<file path="config.mk">
export PLATFORM = sky130hd
export DESIGN_NAME = bzo_top
export DESIGN_NICKNAME = d
export VERILOG_FILES = /design/src/hw/bzo_pkg.sv /design/src/hw/bzo_top.sv
export SDC_FILE = /design/constraint.sdc
export NUM_CORES = 1
export LEC_CHECK = 0
export BUFFER_PORTS_ARGS = -buffer_cell sky130_fd_sc_hd__clkbuf_2
export CORE_MARGIN = 4
export CORE_UTILIZATION = 45
export CTS_BUF_LIST = sky130_fd_sc_hd__clkbuf_16
export CTS_CLUSTER_DIAMETER = 120
export DETAILED_ROUTE_END_ITERATION = 10
export GPL_TIMING_DRIVEN = 0
export PLACE_DENSITY = 0.82
export REMOVE_ABC_BUFFERS = 1
export SKIP_CTS_REPAIR_TIMING = 1
export SLEW_MARGIN = 20
export SYNTH_ARGS = -nofsm -noshare
export SYNTH_HDL_FRONTEND = slang
export SYNTH_SLANG_ARGS = --single-unit
</file>
<file path="constraint.sdc">
create_clock -name clk_i -period 2.5 [get_ports clk_i]
set_clock_uncertainty 0.05 [all_clocks]
set_input_delay 0.375 -clock clk_i [delete_from_list [all_inputs] [get_ports clk_i]]
set_output_delay 0.375 -clock clk_i [all_outputs]
set_load 0.03 [all_outputs]
</file>
<file path="src/hw/bzo_pkg.sv">
`default_nettype none
package bzo_pkg;
    // register byte addresses on the wishbone bus
    localparam logic [15:0] CLK_SEL_ADDR  = 16'hff40;
    localparam logic [15:0] P3_DIR_ADDR   = 16'hff44;
    localparam logic [15:0] P3_LATCH_ADDR = 16'hff48;
    // field positions in the clock select register
    localparam int          OUT_EN_BIT    = 7;
    localparam int          FSEL_LO_BIT   = 5;
    localparam int          FSEL_HI_BIT   = 6;
    localparam logic [7:0]  CLK_SEL_MASK  = 8'he0;
    // reset values
    localparam logic [7:0]  CLK_SEL_RST   = 8'h00;
    localparam logic [7:0]  P3_DIR_RST    = 8'hff;
    localparam logic [7:0]  P3_LATCH_RST  = 8'h00;
    // tone pin sits on port 3 bit 3
    localparam int          TONE_PIN_BIT  = 3;
    // smallest divide exponent; code 00 gives 2^10
    localparam int          DIV_EXP_BASE  = 10;
    localparam int          DIV_W         = 13;
endpackage : bzo_pkg
`default_nettype wire

</file>
<file path="src/hw/bzo_top.sv">
// Behaviour
// - tone frequency is clock over 2^10, 2^11, 2^12, 2^13 for codes 00..11
// - enable low stops divider and holds tone pin low while latch bit 3 is 0
// - enable lives at bit 7; writing 1 starts the tone
// - reset clears clock select register to 00
// - clock select accepts byte writes only; bit operations arrive as read-modify-write bytes
// - direction bit 0 drives pin as output, 1 makes it input
// - reset sets all port 3 direction bits to 1
// - direction register writable per byte only, no per-bit write path
`timescale 1ns/10ps
`default_nettype none
module bzo_top (
    // clock and reset
    input  wire logic        clk_i,
    input  wire logic        rst_i,
    // wishbone slave
    input  wire logic        cyc_i,
    input  wire logic        stb_i,
    input  wire logic        we_i,
    input  wire logic [15:0] adr_i,
    input  wire logic [3:0]  sel_i,
    input  wire logic [31:0] dat_i,
    output logic      [31:0] dat_o,
    output logic             ack_o,
    output logic             err_o,
    // port 3 pins
    input  wire logic [7:0]  port3_pin_i,
    output logic      [7:0]  port3_pin_o,
    output logic      [7:0]  port3_pin_oe_o
);

    ////////////////////////////////////////////////////////////////////////
    // divider width; top bit is headroom beyond the slowest half period
    localparam int    DIV_W = bzo_pkg::DIV_W;
    logic [7:0]       buzzer_clock_select_reg;
    logic [7:0]       port3_direction_reg;
    logic [7:0]       port3_latch_reg;
    logic [7:0]       pin_meta_reg;
    logic [7:0]       pin_sync_reg;
    logic [DIV_W-1:0] div_cnt_reg;
    logic             tone_pin_reg;
    logic             req;
    logic             hit_cks;
    logic             hit_dir;
    logic             hit_lat;
    logic             wr_lane0;
    logic [1:0]       fsel;
    logic             buzzer_out_enable;
    logic             half_tick;

    // decode; only lane 0 carries data, sel_i[0] gates every write
    assign req      = cyc_i && stb_i && !ack_o && !err_o;
    assign hit_cks  = adr_i == bzo_pkg::CLK_SEL_ADDR;
    assign hit_dir  = adr_i == bzo_pkg::P3_DIR_ADDR;
    assign hit_lat  = adr_i == bzo_pkg::P3_LATCH_ADDR;
    assign wr_lane0 = req && we_i && sel_i[0];
    assign buzzer_out_enable = buzzer_clock_select_reg[bzo_pkg::OUT_EN_BIT];
    assign fsel = {buzzer_clock_select_reg[bzo_pkg::FSEL_HI_BIT],
                   buzzer_clock_select_reg[bzo_pkg::FSEL_LO_BIT]};

    ////////////////////////////////////////////////////////////////////////
    // bus answer: one cycle ack, err on unmapped address
    always_ff @(posedge clk_i) begin
        if (rst_i) begin
            ack_o <= 1'b0;
            err_o <= 1'b0;
            dat_o <= 32'h0000_0000;
        end else begin
            ack_o <= req && (hit_cks || hit_dir || hit_lat);
            err_o <= req && !(hit_cks || hit_dir || hit_lat);
            if (req && !we_i) begin
                unique case (1'b1)
                    hit_cks: dat_o <= {24'h00_0000, buzzer_clock_select_reg};
                    hit_dir: dat_o <= {24'h00_0000, port3_direction_reg};
                    hit_lat: dat_o <= {24'h00_0000, port3_latch_reg};
                    default: dat_o <= 32'h0000_0000;
                endcase
            end
        end
    end

    // clock select; byte write stores bits 7..5 only
    always_ff @(posedge clk_i) begin
        if (rst_i) begin
            buzzer_clock_select_reg <= bzo_pkg::CLK_SEL_RST;
        end else if (wr_lane0 && hit_cks) begin
            // bit ops arrive as read-modify-write bytes
            buzzer_clock_select_reg <= dat_i[7:0] & bzo_pkg::CLK_SEL_MASK;
        end
    end

    // port 3 direction, resets to all inputs
    always_ff @(posedge clk_i) begin
        if (rst_i) begin
            port3_direction_reg <= bzo_pkg::P3_DIR_RST;
        end else if (wr_lane0 && hit_dir) begin
            port3_direction_reg <= dat_i[7:0];
        end
    end

    // port 3 output latch
    always_ff @(posedge clk_i) begin
        if (rst_i) begin
            port3_latch_reg <= bzo_pkg::P3_LATCH_RST;
        end else if (wr_lane0 && hit_lat) begin
            port3_latch_reg <= dat_i[7:0];
        end
    end

    ////////////////////////////////////////////////////////////////////////
    // half period is 2^(9+code) cycles, so full period 2^(10+code)
    always_comb begin
        unique case (fsel)
            2'b00: half_tick = &div_cnt_reg[8:0];
            2'b01: half_tick = &div_cnt_reg[9:0];
            2'b10: half_tick = &div_cnt_reg[10:0];
            2'b11: half_tick = &div_cnt_reg[11:0];
        endcase
    end

    // divider runs only while enabled; cleared so restart is clean
    always_ff @(posedge clk_i) begin
        if (rst_i || !buzzer_out_enable) begin
            div_cnt_reg  <= '0;
            tone_pin_reg <= 1'b0;
        end else begin
            div_cnt_reg <= div_cnt_reg + DIV_W'(1);             // wraps freely
            if (half_tick) begin
                tone_pin_reg <= !tone_pin_reg;
            end
        end
    end

    // pin drive: tone ORed onto latch for pin 3 (latch must be 0)
    always_ff @(posedge clk_i) begin
        if (rst_i) begin
            port3_pin_o    <= 8'h00;
            port3_pin_oe_o <= 8'h00;
        end else begin
            port3_pin_o    <= port3_latch_reg;
            port3_pin_o[bzo_pkg::TONE_PIN_BIT] <=
                port3_latch_reg[bzo_pkg::TONE_PIN_BIT] | tone_pin_reg;
            port3_pin_oe_o <= ~port3_direction_reg;
        end
    end

    // pin inputs synchronised; reserved for port reads
    always_ff @(posedge clk_i) begin
        pin_meta_reg <= port3_pin_i;
        pin_sync_reg <= pin_meta_reg;
    end

    ////////////////////////////////////////////////////////////////////////
    // tone generation checks
    a_tone_low_off: assert property (@(posedge clk_i) disable iff (rst_i)
        !buzzer_out_enable |=> !tone_pin_reg)
        else $error("tone not low while disabled");
    a_div_halted: assert property (@(posedge clk_i) disable iff (rst_i)
        !buzzer_out_enable |=> div_cnt_reg == {DIV_W{1'b0}})
        else $error("divider ran while disabled");
    a_cks_low_zero: assert property (@(posedge clk_i) disable iff (rst_i)
        buzzer_clock_select_reg[4:0] == 5'h00)
        else $error("reserved select bits not zero");
    a_toggle_code0: assert property (@(posedge clk_i) disable iff (rst_i)
        (buzzer_out_enable && fsel == 2'b00 && div_cnt_reg[8:0] == 9'h1ff)
        |=> $changed(tone_pin_reg))
        else $error("tone did not toggle at half period");
    a_toggle_code3: assert property (@(posedge clk_i) disable iff (rst_i)
        (buzzer_out_enable && fsel == 2'b11 && div_cnt_reg[11:0] == 12'hfff)
        |=> $changed(tone_pin_reg))
        else $error("tone did not toggle at slowest half period");
    a_no_early_tog: assert property (@(posedge clk_i) disable iff (rst_i)
        (buzzer_out_enable && $past(buzzer_out_enable) && $changed(tone_pin_reg))
        |-> $past(half_tick))
        else $error("tone toggled off half period");
    a_enable_start: assert property (@(posedge clk_i) disable iff (rst_i)
        (wr_lane0 && hit_cks && dat_i[7]) |=> buzzer_out_enable)
        else $error("enable write did not start tone");

    // pin drive checks; the tone only reaches the pin with latch bit 3 clear
    a_tone_on_pin: assert property (@(posedge clk_i) disable iff (rst_i)
        1'b1 |=> port3_pin_o[bzo_pkg::TONE_PIN_BIT] ==
            ($past(port3_latch_reg[bzo_pkg::TONE_PIN_BIT]) | $past(tone_pin_reg)))
        else $error("tone pin drive wrong");
    a_dir_oe_map: assert property (@(posedge clk_i) disable iff (rst_i)
        $stable(port3_direction_reg)
        |=> port3_pin_oe_o == ~$past(port3_direction_reg))
        else $error("output enable not inverse of direction");
    a_pin_reset: assert property (@(posedge clk_i)
        rst_i |=> (port3_pin_oe_o == 8'h00 && port3_pin_o == 8'h00))
        else $error("pins driven during reset");

    // register checks
    a_cks_reset: assert property (@(posedge clk_i)
        rst_i |=> buzzer_clock_select_reg == 8'h00)
        else $error("select register not cleared by reset");
    a_dir_reset: assert property (@(posedge clk_i)
        rst_i |=> port3_direction_reg == 8'hff)
        else $error("direction register not set by reset");
    a_dir_write: assert property (@(posedge clk_i) disable iff (rst_i)
        (wr_lane0 && hit_dir) |=> port3_direction_reg == $past(dat_i[7:0]))
        else $error("direction write lost");
    a_lat_write: assert property (@(posedge clk_i) disable iff (rst_i)
        (wr_lane0 && hit_lat) |=> port3_latch_reg == $past(dat_i[7:0]))
        else $error("latch write lost");
    a_sel_masked: assert property (@(posedge clk_i) disable iff (rst_i)
        (req && we_i && !sel_i[0])
        |=> ($stable(buzzer_clock_select_reg) && $stable(port3_direction_reg)))
        else $error("write without lane 0 changed a register");
    a_read_select: assert property (@(posedge clk_i) disable iff (rst_i)
        (req && !we_i && hit_cks) |=> dat_o == {24'h00_0000, $past(buzzer_clock_select_reg)})
        else $error("select read data wrong");

    // bus answer checks; one answer per request, never both kinds
    a_ack_pulse: assert property (@(posedge clk_i) disable iff (rst_i)
        ack_o |=> !ack_o)
        else $error("ack held longer than one cycle");
    a_ack_mapped: assert property (@(posedge clk_i) disable iff (rst_i)
        (req && (hit_cks || hit_dir || hit_lat)) |=> (ack_o && !err_o))
        else $error("mapped access not acknowledged");
    a_err_unmapped: assert property (@(posedge clk_i) disable iff (rst_i)
        (req && !(hit_cks || hit_dir || hit_lat)) |=> (err_o && !ack_o))
        else $error("unmapped access not refused");

endmodule : bzo_top
`default_nettype wire

</file>
; ---- Word level (Yosys, flattened, before mapping)
; Cells that the tools add are included.
[totals]
reg_bits = 83
latchBits = 0
mem_bits_rw = 0
rom_bits = 0
in_bits = 65
output_inout_bits = 50
memories = 0
[classes]
n_addsub = 1
n_mul = 0
div_mod_pow = 0
n_lt_le_gt_ge = 0
eq_ne = 6
shift = 0
n_mux = 2
n_bitwise = 2
n_reduce_logical = 25
[op_table]
columns = op, count
row1 = "16-bit == test, second input constant", 3
row2 = 8-bit case mux with 3 select lines, 1
row3 = "13-bit by 1-bit adder with 13-bit output, second input constant", 1
row4 = 12-bit AND reduction, 1
row5 = 1-bit logical AND, 11
row6 = 11-bit AND reduction, 1
row7 = 10-bit AND reduction, 1
row8 = 9-bit AND reduction, 1
row9 = 8-bit inverter, 1
row10 = 1-bit zero test, 6
row11 = "2-bit == test, second input constant", 2
row12 = 1-bit case mux with 4 select lines, 1
row13 = 1-bit logical OR, 3
row14 = "2-bit by 1-bit == test with 1-bit output, second input constant", 1
row15 = 2-bit zero test, 1
row16 = 1-bit bitwise OR, 1

; ---- Logic depth before layout (Yosys ltp)
; Gate-level depths: netlist (run 1).
[logic_depth]
ltp_word = 6
mapped_depth = 7
mapped_depth_nobuf = 7

; ---- Least setup slack after synthesis (run 1)
; No wires, ideal clock.
[synth_path]
path_type = input -> register
from = input adr_i[14]
to = register dat_o[1]
arrival_time_ps = 1852
t_required_ps = 2381
slack_ps = 528
path_stages = 6
n_path_buf = 1
path_cell_list = nand4_1 > or4_1 > buf_4 > a211o_1 > or3_4 > o21ai_1
[synth_via]
elab_chain_len = 2
word_cells_on_any_way = 4
classes_between = 3 x eq/ne / 1 x mux
[synth_rtl]
columns = element, line
row1 = "start, declared", bzo_top.sv:20  ; input wire logic [15:0] adr_i,
row2 = 16-bit == test (on tied branches), "bzo_top.sv:55, bzo_top.sv:53, bzo_top.sv:54"
row3 = 8-bit case mux with 3 select lines *, bzo_top.sv:72  ; unique case (1'b1)
row4 = "end signal, assigned", bzo_top.sv:73  ; hit_cks: dat_o <= {24'h00_0000, buzzer_clock_select_reg};
row5 = "end signal, assigned", bzo_top.sv:74  ; hit_dir: dat_o <= {24'h00_0000, port3_direction_reg};
row6 = "end signal, assigned", bzo_top.sv:75  ; hit_lat: dat_o <= {24'h00_0000, port3_latch_reg};
row7 = "end, declared", bzo_top.sv:23  ; output logic [31:0] dat_o,
; Every way passes the cells marked *; elsewhere a longest branch is shown, timed or not.
; A chain may end at the register's enable or synchronous reset.

; ---- Worst setup path in the final report (run 1)
[layout_path]
from = register err_o
to = register port3_direction_reg[4]
[layout_via]
elab_chain_len = 5
[layout_rtl]
columns = element, line
row1 = "start, declared", bzo_top.sv:25  ; output logic err_o,
row2 = "start signal, assigned", bzo_top.sv:70  ; err_o <= req && !(hit_cks || hit_dir || hit_lat);
row3 = 1-bit zero test, bzo_top.sv:52  ; assign req = cyc_i && stb_i && !ack_o && !err_o;
row4 = 1-bit logical AND, bzo_top.sv:52
row5 = 1-bit logical AND (2 in a row), bzo_top.sv:56  ; assign wr_lane0 = req && we_i && sel_i[0];
row6 = 1-bit logical AND, bzo_top.sv:96  ; end else if (wr_lane0 && hit_dir) begin
row7 = "end signal, assigned", bzo_top.sv:95  ; port3_direction_reg <= bzo_pkg::P3_DIR_RST;
row8 = "end signal, assigned", bzo_top.sv:97  ; port3_direction_reg <= dat_i[7:0];
row9 = "end, declared", bzo_top.sv:36  ; logic [7:0] port3_direction_reg;
; No other way between the ends.

==> impl_metrics.tcl, run 1 <==
set metrics [dict create \
    drive_above_1_share_pct 23.1 \
    clkTransAtPathRegs_ns 0.05 \
    grt-ovfl-total 0 \
    ant_nets 0 \
    fin_cells 395 \
    finalSetupViolations 0 \
    slew_violations 0 \
    cts_tree "built" \
    hold_viol 0 \
    slowest_stage "nor4b_4" \
    die_w_um 81.0 \
    power_density_nw_per_um2 781 \
    status "finished, final reports clean" \
    crit_required_ns 2.70 \
    fin_nets 387 \
    synthFlopType "dfxtp_1" \
    tns_ns 0 \
    crit_path_start_kind "flip-flop" \
    port_buffers 55 \
    area_delta_synth_final_pct 22.1 \
    drc 0 \
    tightest_slew_ns 0.834 \
    r2r_slack_ns 0.30 \
    cts-root-buf "clkbuf_16" \
    vias 1934 \
    syn_area_um2 2400 \
    utilization_pct 57.0 \
    dieHeight_um 81.0 \
    r2r-start "err_o$_SDFF_PP0_" \
    layout_min_cycle_time_ns 2.20 \
    finalCritPeriodShare_pct 87.8 \
    dp.cells 379 \
    r2r_end "port3_direction_reg[4]$_SDFFE_PP1P_" \
    cts_made_buffers 9 \
    setup.worst_path.end "port3_direction_reg[4]$_SDFFE_PP1P_" \
    relSlewSlack_pct 44.4 \
    wl_um 4800 \
    synthTopCellsByArea "dfxtp_1, buf_4, nor2_1" \
    dieArea_um2 6560 \
    worstSetupPathDepth 5 \
    diodes 0 \
    antenna_found_initial 0 \
    place.gp.congestion 0.778 \
    clk_path_buf_depth 2 \
    synthTopCellsByCount "dfxtp_1, nor2_1, buf_4" \
    yosysWarnings 0 \
    hp-start "dat_i[4]" \
    worst-setup-path-type "reg -> reg" \
    h-tree-depth 3 \
    crit_start "err_o$_SDFF_PP0_" \
    critPathTopFamily "simple AND/OR/NAND/NOR gates" \
    clock_sinks 58 \
    synthCells 266 \
    largest_reg_flops 12 \
    fp.coreArea_um2 5140 \
    num_rows 26 \
    min_path_type "in -> reg" \
    start_util_pct 46.7 \
    synth_top_cell_by_area "dfxtp_1" \
    first_global_vias 1794 \
    rsz0062_at_grt "false" \
    boundaryPins 115 \
    detail_route.wl_per_cell_um 12.2 \
    grt_pass1_wl_um 7840 \
    ys_seq_area_share_pct 48.4 \
    crit_arrival_ns 2.39 \
    cp_max_fo 16 \
    drt_iter0_markers 85 \
    clock.fmax_mhz 455 \
    ys_seq_elements 58 \
    grt_max_degree 47 \
    track_usage_pct 15.7 \
    avgViaCountPerCell 4.90 \
    synth_top_area_share_pct 48.4 \
    hpwl_um 3480 \
    irDropWorstVdd_uv 374 \
    yosysUniqueCellTypes 36 \
    drtPass1Iterations 5 \
    power_mw 2.29 \
    crit_path_end_kind "flip-flop" \
    insertion_delay_ns 0.32 \
    postSynth.asyncResetShare_pct 0 \
    yosysMostFrequentCell "dfxtp_1" \
    crit_chain "nand4bb_1 -> nor4_1 -> nor4b_4 -> nor3_1 -> a21oi_1" \
    syn_area_per_cell_um2 9.02 \
    nFillCells 460 \
    max-cap-violations 0 \
    cp_num_buf_inv 0 \
    slowest_delay_ns 0.78 \
    synth_edf_count 0 \
    p_leak_nw 1.24 \
    ff2ff_path_depth 5 \
]
-- through the flow --
stage	worst slack (ns)	hold WS, ns	instance area, um^2
after detailed placement	0.0877	0.381	2620
after global placement	0.161	0.379	2620
after global routing	0.0727	0.288	2930
after floorplan	0.479	0.360	2260
final	0.304	0.256	2930
after CTS	0.334	0.250	2930
-- area by class of cell --
| class | count | area [um^2] | share of cell area [%] |
|---|---|---|---|
| clock buffer | 9 | 225 | 7.69 |
| clock inverter | 7 | 83.8 | 2.86 |
| inverter | 5 | 18.8 | 0.641 |
| multi-input combinational | 191 | 1080 | 36.8 |
| sequential | 58 | 1160 | 39.7 |
| tap | 70 | 87.6 | 2.99 |
| timing repair buffer | 55 | 275 | 9.40 |
-- cells by family (layout without fill, tap and decap cells) --
logic type | after synthesis | in the layout | share of synthesized area (%)
compound gates | 32 | 32 | 7.56
other cells | 1 | 24 | 0.156
flops | 58 | 58 | 48.4
mux | 13 | 13 | 5.42
buf+inv | 40 | 76 | 10.3
simple gates | 113 | 113 | 24.5
xor+xnor | 7 | 7 | 2.56
fa+ha+maj | 2 | 2 | 1.04
-- cell usage in the layout, fill, tap and decap left out, types with 3 or more instances in the layout --
cell type	count
or2_2	3
xor2_1	4
o21ai_0	3
dfxtp_1	58
o21ai_1	8
inv_1	5
nor2b_1	8
clkbuf_2	55
nand4_1	6
nand2_1	14
xnor2_1	3
conb_1	24
nor4_1	6
nor3_1	12
a22oi_1	5
clkinv_1	3
mux2i_1	13
clkbuf_16	9
nand3_1	3
nor2_1	44
a21oi_1	13
nand2b_1	3
-- worst reg2reg max path: stages, from the launching register on --
cell and delay (ns):
dfxtp_1 0.31, nand4bb_1 0.24, nor4_1 0.50, nor4b_4 0.78, nor3_1 0.09, a21oi_1 0.15
-- report_power, final --
part / leakage (nW) / internal, mW / switching [mW]
combinational: 0.627 / 0.0251 / 0.0847
clock: 0.148 / 0.857 / 0.392
sequential: 0.467 / 0.927 / 0.000307
-- metal layers --
| layer | share of wire (%) | global-route usage [%] | wire length [um] | up-vias |
|---|---|---|---|---|
| li1 | - | - | - | 967 |
| met2 | 48 | 26.4 | 2320 | 73 |
| met5 | 0 | 0 | 0 | - |
| met3 | 8.9 | 5.65 | 425 | 11 |
| met1 | 41 | 17.2 | 1960 | 883 |
| met4 | 1.9 | 8.45 | 90 | 0 |
-- worst min path at each step --
stage,to,depth (start not counted)
6_report,port3_latch_reg[4]$_SDFFE_PP0P_,3
5_1_grt,port3_latch_reg[4]$_SDFFE_PP0P_,3
4_1_cts,port3_latch_reg[4]$_SDFFE_PP0P_,3
3_5_place_dp,port3_pin_oe_o[1]$_SDFF_PP0_,1
3_3_place_gp,port3_pin_oe_o[2]$_SDFF_PP0_,1
2_1_floorplan,port3_pin_oe_o[5]$_SDFF_PP0_,1
Note: power is estimated with default switching activity, not from simulation.
==> inputs of run 2 (changes only) <==
CORE_MARGIN = 3   (was 4)
clock period = 2.3 ns   (was 2.5 ns; I/O delays follow)
==> impl_metrics.tcl, run 2 (synthesized netlist as in run 1, its figures left out) <==
set metrics [dict create \
    status "finished, final reports clean" \
    utilization_pct 58.7 \
    r2r_slack_ns 0.20 \
    antenna_found_initial 0 \
    cts_tree "built" \
    ff_latch_area_um2 1160 \
    place.gp.congestion 0.776 \
    crit_arrival_ns 2.31 \
    nFillCells 445 \
    relSlewSlack_pct 45.8 \
    hold_viol 0 \
    dieArea_um2 6240 \
    layout_min_cycle_time_ns 2.10 \
    irDropWorstVdd_uv 648 \
    dpl_cell_area_um2 2620 \
    cp_num_buf_inv 1 \
    area_delta_synth_final_pct 21.0 \
    power_density_nw_per_um2 806 \
    multi_input_area_um2 1080 \
    min_path_type "in -> reg" \
    max-cap-violations 0 \
    finalCritPeriodShare_pct 91.5 \
    largest_reg_flops 12 \
    fp.coreArea_um2 4940 \
    insertion_delay_ns 0.32 \
    ff2ff_path_depth 5 \
    grt-ovfl-total 0 \
    swShare_pct 21.2 \
    slowest_stage "or4_1" \
    detail_route.wl_per_cell_um 12.6 \
    drc 0 \
    grt_pass1_wl_um 8000 \
    h-tree-depth 3 \
    final_common_cell "dfxtp_1" \
    vias 1925 \
    dieHeight_um 79.0 \
    crit_required_ns 2.50 \
    holdWs_ns 0.232 \
    dpl_worst_slack_ns -0.122 \
    critPathTopFamily "simple AND/OR/NAND/NOR gates" \
    fin_nets 389 \
    slew_violations 0 \
    p_seq_share_pct 43.1 \
    crit_path_end_kind "flip-flop" \
    boundaryPins 115 \
    combPwrFrac_pct 5.1 \
    cp_max_fo 8 \
    final_area_um2 2900 \
    cts-root-buf "clkbuf_16" \
    diodes 0 \
    wl_um 4920 \
    clkTransAtPathRegs_ns 0.05 \
    r2r_end "port3_latch_reg[7]$_SDFFE_PP0P_" \
    p_sw_mw 0.496 \
    hold_path_end "port3_latch_reg[2]$_SDFFE_PP0P_" \
    avgViaCountPerCell 4.91 \
    min_path_cells 3 \
    worst-setup-path-type "in -> reg" \
    final_cell_mix "dfxtp_1, clkbuf_2, nor2_1, conb_1, nand2_1" \
    ant_nets 0 \
    rsz0062_at_grt "false" \
    finalSetupViolations 0 \
    grt_max_degree 47 \
    crit_path_start_kind "input pin" \
    clock_sinks 58 \
    p_leak_nw 1.24 \
    tightest_slew_ns 0.813 \
    first_global_vias 1782 \
    die_w_um 79.0 \
    track_usage_pct 17.0 \
    slowest_delay_ns 0.69 \
    crit_chain "clkbuf_2 -> nand4_1 -> or4_1 -> nor4_1 -> a22oi_1 -> o21ai_1" \
    fin_cells 392 \
    drtPass1Iterations 5 \
    cts_made_buffers 9 \
    dp.cells 376 \
    setup_ws_ns 0.196 \
    port_buffers 55 \
    hp-start "dat_i[2]" \
    clock.fmax_mhz 475 \
    drive_above_1_share_pct 23.4 \
    num_rows 25 \
    cellInternalPower_mw 1.85 \
    clk_path_buf_depth 2 \
    hpwl_um 3620 \
    drt_iter0_markers 112 \
    start_util_pct 48.5 \
    p_clk_share_pct 51.8 \
    r2r-start "err_o$_SDFF_PP0_" \
]
run 2: cell count changes in the layout (fill, tap and decap cells not counted):
cell | previous run | this run
clkinv_2 | 1 | 2
bufinv_16 | 2 | 1
clkinvlp_4 | 1 | 0
clkinv_1 | 3 | 2
buf_4 | 0 | 2
run 2: through the flow:
stage / setup TNS (ns) / power, mW
2_1_floorplan: 0 / 1.10
3_3_place_gp: -0.508 / 1.14
3_5_place_dp: -1.32 / 1.15
4_1_cts: 0 / 2.36
5_1_grt: 0 / 2.44
6_report: 0 / 2.34
run 2: power by group through the flow:
stage                     clock [mW]  combinational [mW]  sequential (mW)
after floorplan                    0              0.0699             1.03
after global placement             0               0.116             1.03
after detailed placement           0               0.119             1.03
after CTS                       1.23               0.119             1.01
after global routing            1.31               0.130             1.01
final                           1.21               0.120             1.01
run 2: worst max path at each step:
stage / cells past startpoint / start / slack (ns) / endpoint
6_report: 6 / adr_i[14] / 0.20 / dat_o[2]$_SDFFE_PP0P_
5_1_grt: 5 / err_o$_SDFF_PP0_ / 0.02 / port3_latch_reg[3]$_SDFFE_PP0P_
2_1_floorplan: 5 / adr_i[14] / 0.31 / dat_o[1]$_SDFFE_PP0P_
4_1_cts: 6 / adr_i[14] / 0.21 / port3_direction_reg[4]$_SDFFE_PP1P_
3_5_place_dp: 6 / adr_i[14] / -0.12 / port3_direction_reg[4]$_SDFFE_PP1P_
3_3_place_gp: 6 / adr_i[14] / -0.08 / dat_o[4]$_SDFFE_PP0P_
run 2: cell type report:
cell class                      count  area share (%)
Timing Repair Buffer               57            10.0
Inverter                            5           0.647
Sequential cell                    58            40.0
Tap cell                           67            2.89
Clock inverter                      5            1.64
Multi-Input combinational cell    191            37.1
Clock buffer                        9            7.76
run 2: per-layer routing:
| layer | wire length (um) | global-route usage, % | up-vias |
|---|---|---|---|
| li1 | - | - | 965 |
| met1 | 2010 | 18.8 | 876 |
| met2 | 2390 | 28.3 | 76 |
| met3 | 442 | 8.28 | 8 |
| met4 | 82 | 6.19 | 0 |
| met5 | 0 | 0 | - |
run 2: worst register-to-register path: cells and delay by family, from the launching register on:
kind,cells,cell delay (ns)
DFF,1,0.30
muxes,1,0.32
and+or+nand+nor,4,1.28
==> inputs of run 3 (changes only) <==
PLACE_DENSITY = 0.78   (was 0.82)
==> impl_metrics.tcl, run 3 (synthesized netlist as in run 1, its figures left out) <==
set metrics [dict create \
    hold_viol 0 \
    cp_num_buf_inv 0 \
    drt_iter0_markers 146 \
    antenna_found_initial 0 \
    vias 1910 \
    slew_violations 0 \
    port_buffers 55 \
    drtPass1Iterations 4 \
    final_cell_mix "dfxtp_1, clkbuf_2, nor2_1, conb_1, nand2_1" \
    finalCritPeriodShare_pct 88.0 \
    critPathTopFamily "simple AND/OR/NAND/NOR gates" \
    crit_chain "nand4bb_1 -> nor4_1 -> nand3_2 -> mux2i_1 -> nor2_1" \
    cp_max_fo 8 \
    max-cap-violations 0 \
    place.gp.congestion 0.762 \
    worst-setup-path-type "reg -> reg" \
    clkTransAtPathRegs_ns 0.05 \
    h-tree-depth 3 \
    clk_path_buf_depth 2 \
    cts_made_buffers 9 \
    power_density_nw_per_um2 835 \
    area_delta_synth_final_pct 22.7 \
    die_w_um 79.0 \
    diodes 0 \
    largest_reg_flops 12 \
    rsz0062_at_grt "false" \
    status "finished, final reports clean" \
    irDropWorstVdd_uv 661 \
    ant_nets 0 \
    min_path_type "in -> reg" \
    crit_path_end_kind "flip-flop" \
    slowest_stage "nor4_1" \
    grt_pass1_wl_um 7960 \
    tightest_slew_ns 0.845 \
    drc 0 \
    crit_arrival_ns 2.15 \
    wl_um 5100 \
    first_global_vias 1762 \
    avgViaCountPerCell 4.88 \
    detail_route.wl_per_cell_um 13.0 \
    dieHeight_um 79.0 \
    grt_max_degree 47 \
    grt-ovfl-total 0 \
    fp.coreArea_um2 4940 \
    crit_path_start_kind "flip-flop" \
    relSlewSlack_pct 43.7 \
    boundaryPins 115 \
    final_common_cell "dfxtp_1" \
    cts_tree "built" \
    cts-root-buf "clkbuf_16" \
    holdWs_ns 0.232 \
    final_area_um2 2940 \
    p_leak_nw 1.25 \
    clock.fmax_mhz 494 \
    clock_sinks 58 \
    finalSetupViolations 0 \
    dpl_worst_slack_ns -0.0870 \
    start_util_pct 48.5 \
    num_rows 25 \
    dieArea_um2 6240 \
    tns_ns 0 \
    setup_ws_ns 0.276 \
    slowest_delay_ns 0.52 \
    drive_above_1_share_pct 23.5 \
    fin_nets 388 \
    insertion_delay_ns 0.32 \
    hpwl_um 3550 \
    crit_required_ns 2.43 \
    layout_min_cycle_time_ns 2.02 \
    dpl_cell_area_um2 2620 \
    power_mw 2.46 \
    track_usage_pct 16.8 \
]
run 3: changes by cell type in the layout (fill, tap and decap cells not counted), sizes merged:
cell / change
bufinv: +1
buf: -1
clkinv: -1
run 3: path summary, 6_finish.rpt:
path                                             from                         endpoint  slack (ns)  depth (start not counted)
setup / recovery                     err_o$_SDFF_PP0_  port3_latch_reg[1]$_SDFFE_PP0P_        0.28                          5
hold / removal                               dat_i[3]  port3_latch_reg[3]$_SDFFE_PP0P_        0.23                          3
hold reg to reg   port3_direction_reg[0]$_SDFFE_PP1P_     port3_pin_oe_o[0]$_SDFF_PP0_        0.39                          1
setup reg to reg                     err_o$_SDFF_PP0_  port3_latch_reg[1]$_SDFFE_PP0P_        0.28                          5
run 3: area by class of cell:
type / instances / area, um^2
Sequential cell: 58 / 1160
Timing Repair Buffer: 56 / 295
Fill cell: 438 / 2000
Tap cell: 67 / 83.8
Inverter: 5 / 18.8
Clock buffer: 9 / 225
Clock inverter: 5 / 71.3
Multi-Input combinational cell: 191 / 1090
run 3: power by group:
part           switching [mW]  internal (mW)
combinational          0.0966         0.0275
clock                   0.406          0.920
sequential           0.000353           1.01
run 3: layer usage:
layer | up-vias | part of all wire, % | track usage (%)
met5 | - | 0 | 0
met4 | 0 | 1.8 | 7.22
met3 | 9 | 8.1 | 6.92
met2 | 71 | 50 | 28.0
met1 | 863 | 40 | 18.8
li1 | 967 | - | -
run 3: worst reg2reg max path: stages, from the launching register on:
cell and delay, ns:
dfxtp_1 0.31, nand4bb_1 0.25, nor4_1 0.52, nand3_2 0.41, mux2i_1 0.29, nor2_1 0.06
run 3: per-stage QoR:
stage / util, % / cells
final: 59.5 / 391
after global routing: 59.5 / 391
after CTS: 58.9 / 390
after global placement: 52.9 / 376
after detailed placement: 52.9 / 376
after floorplan: - / 254
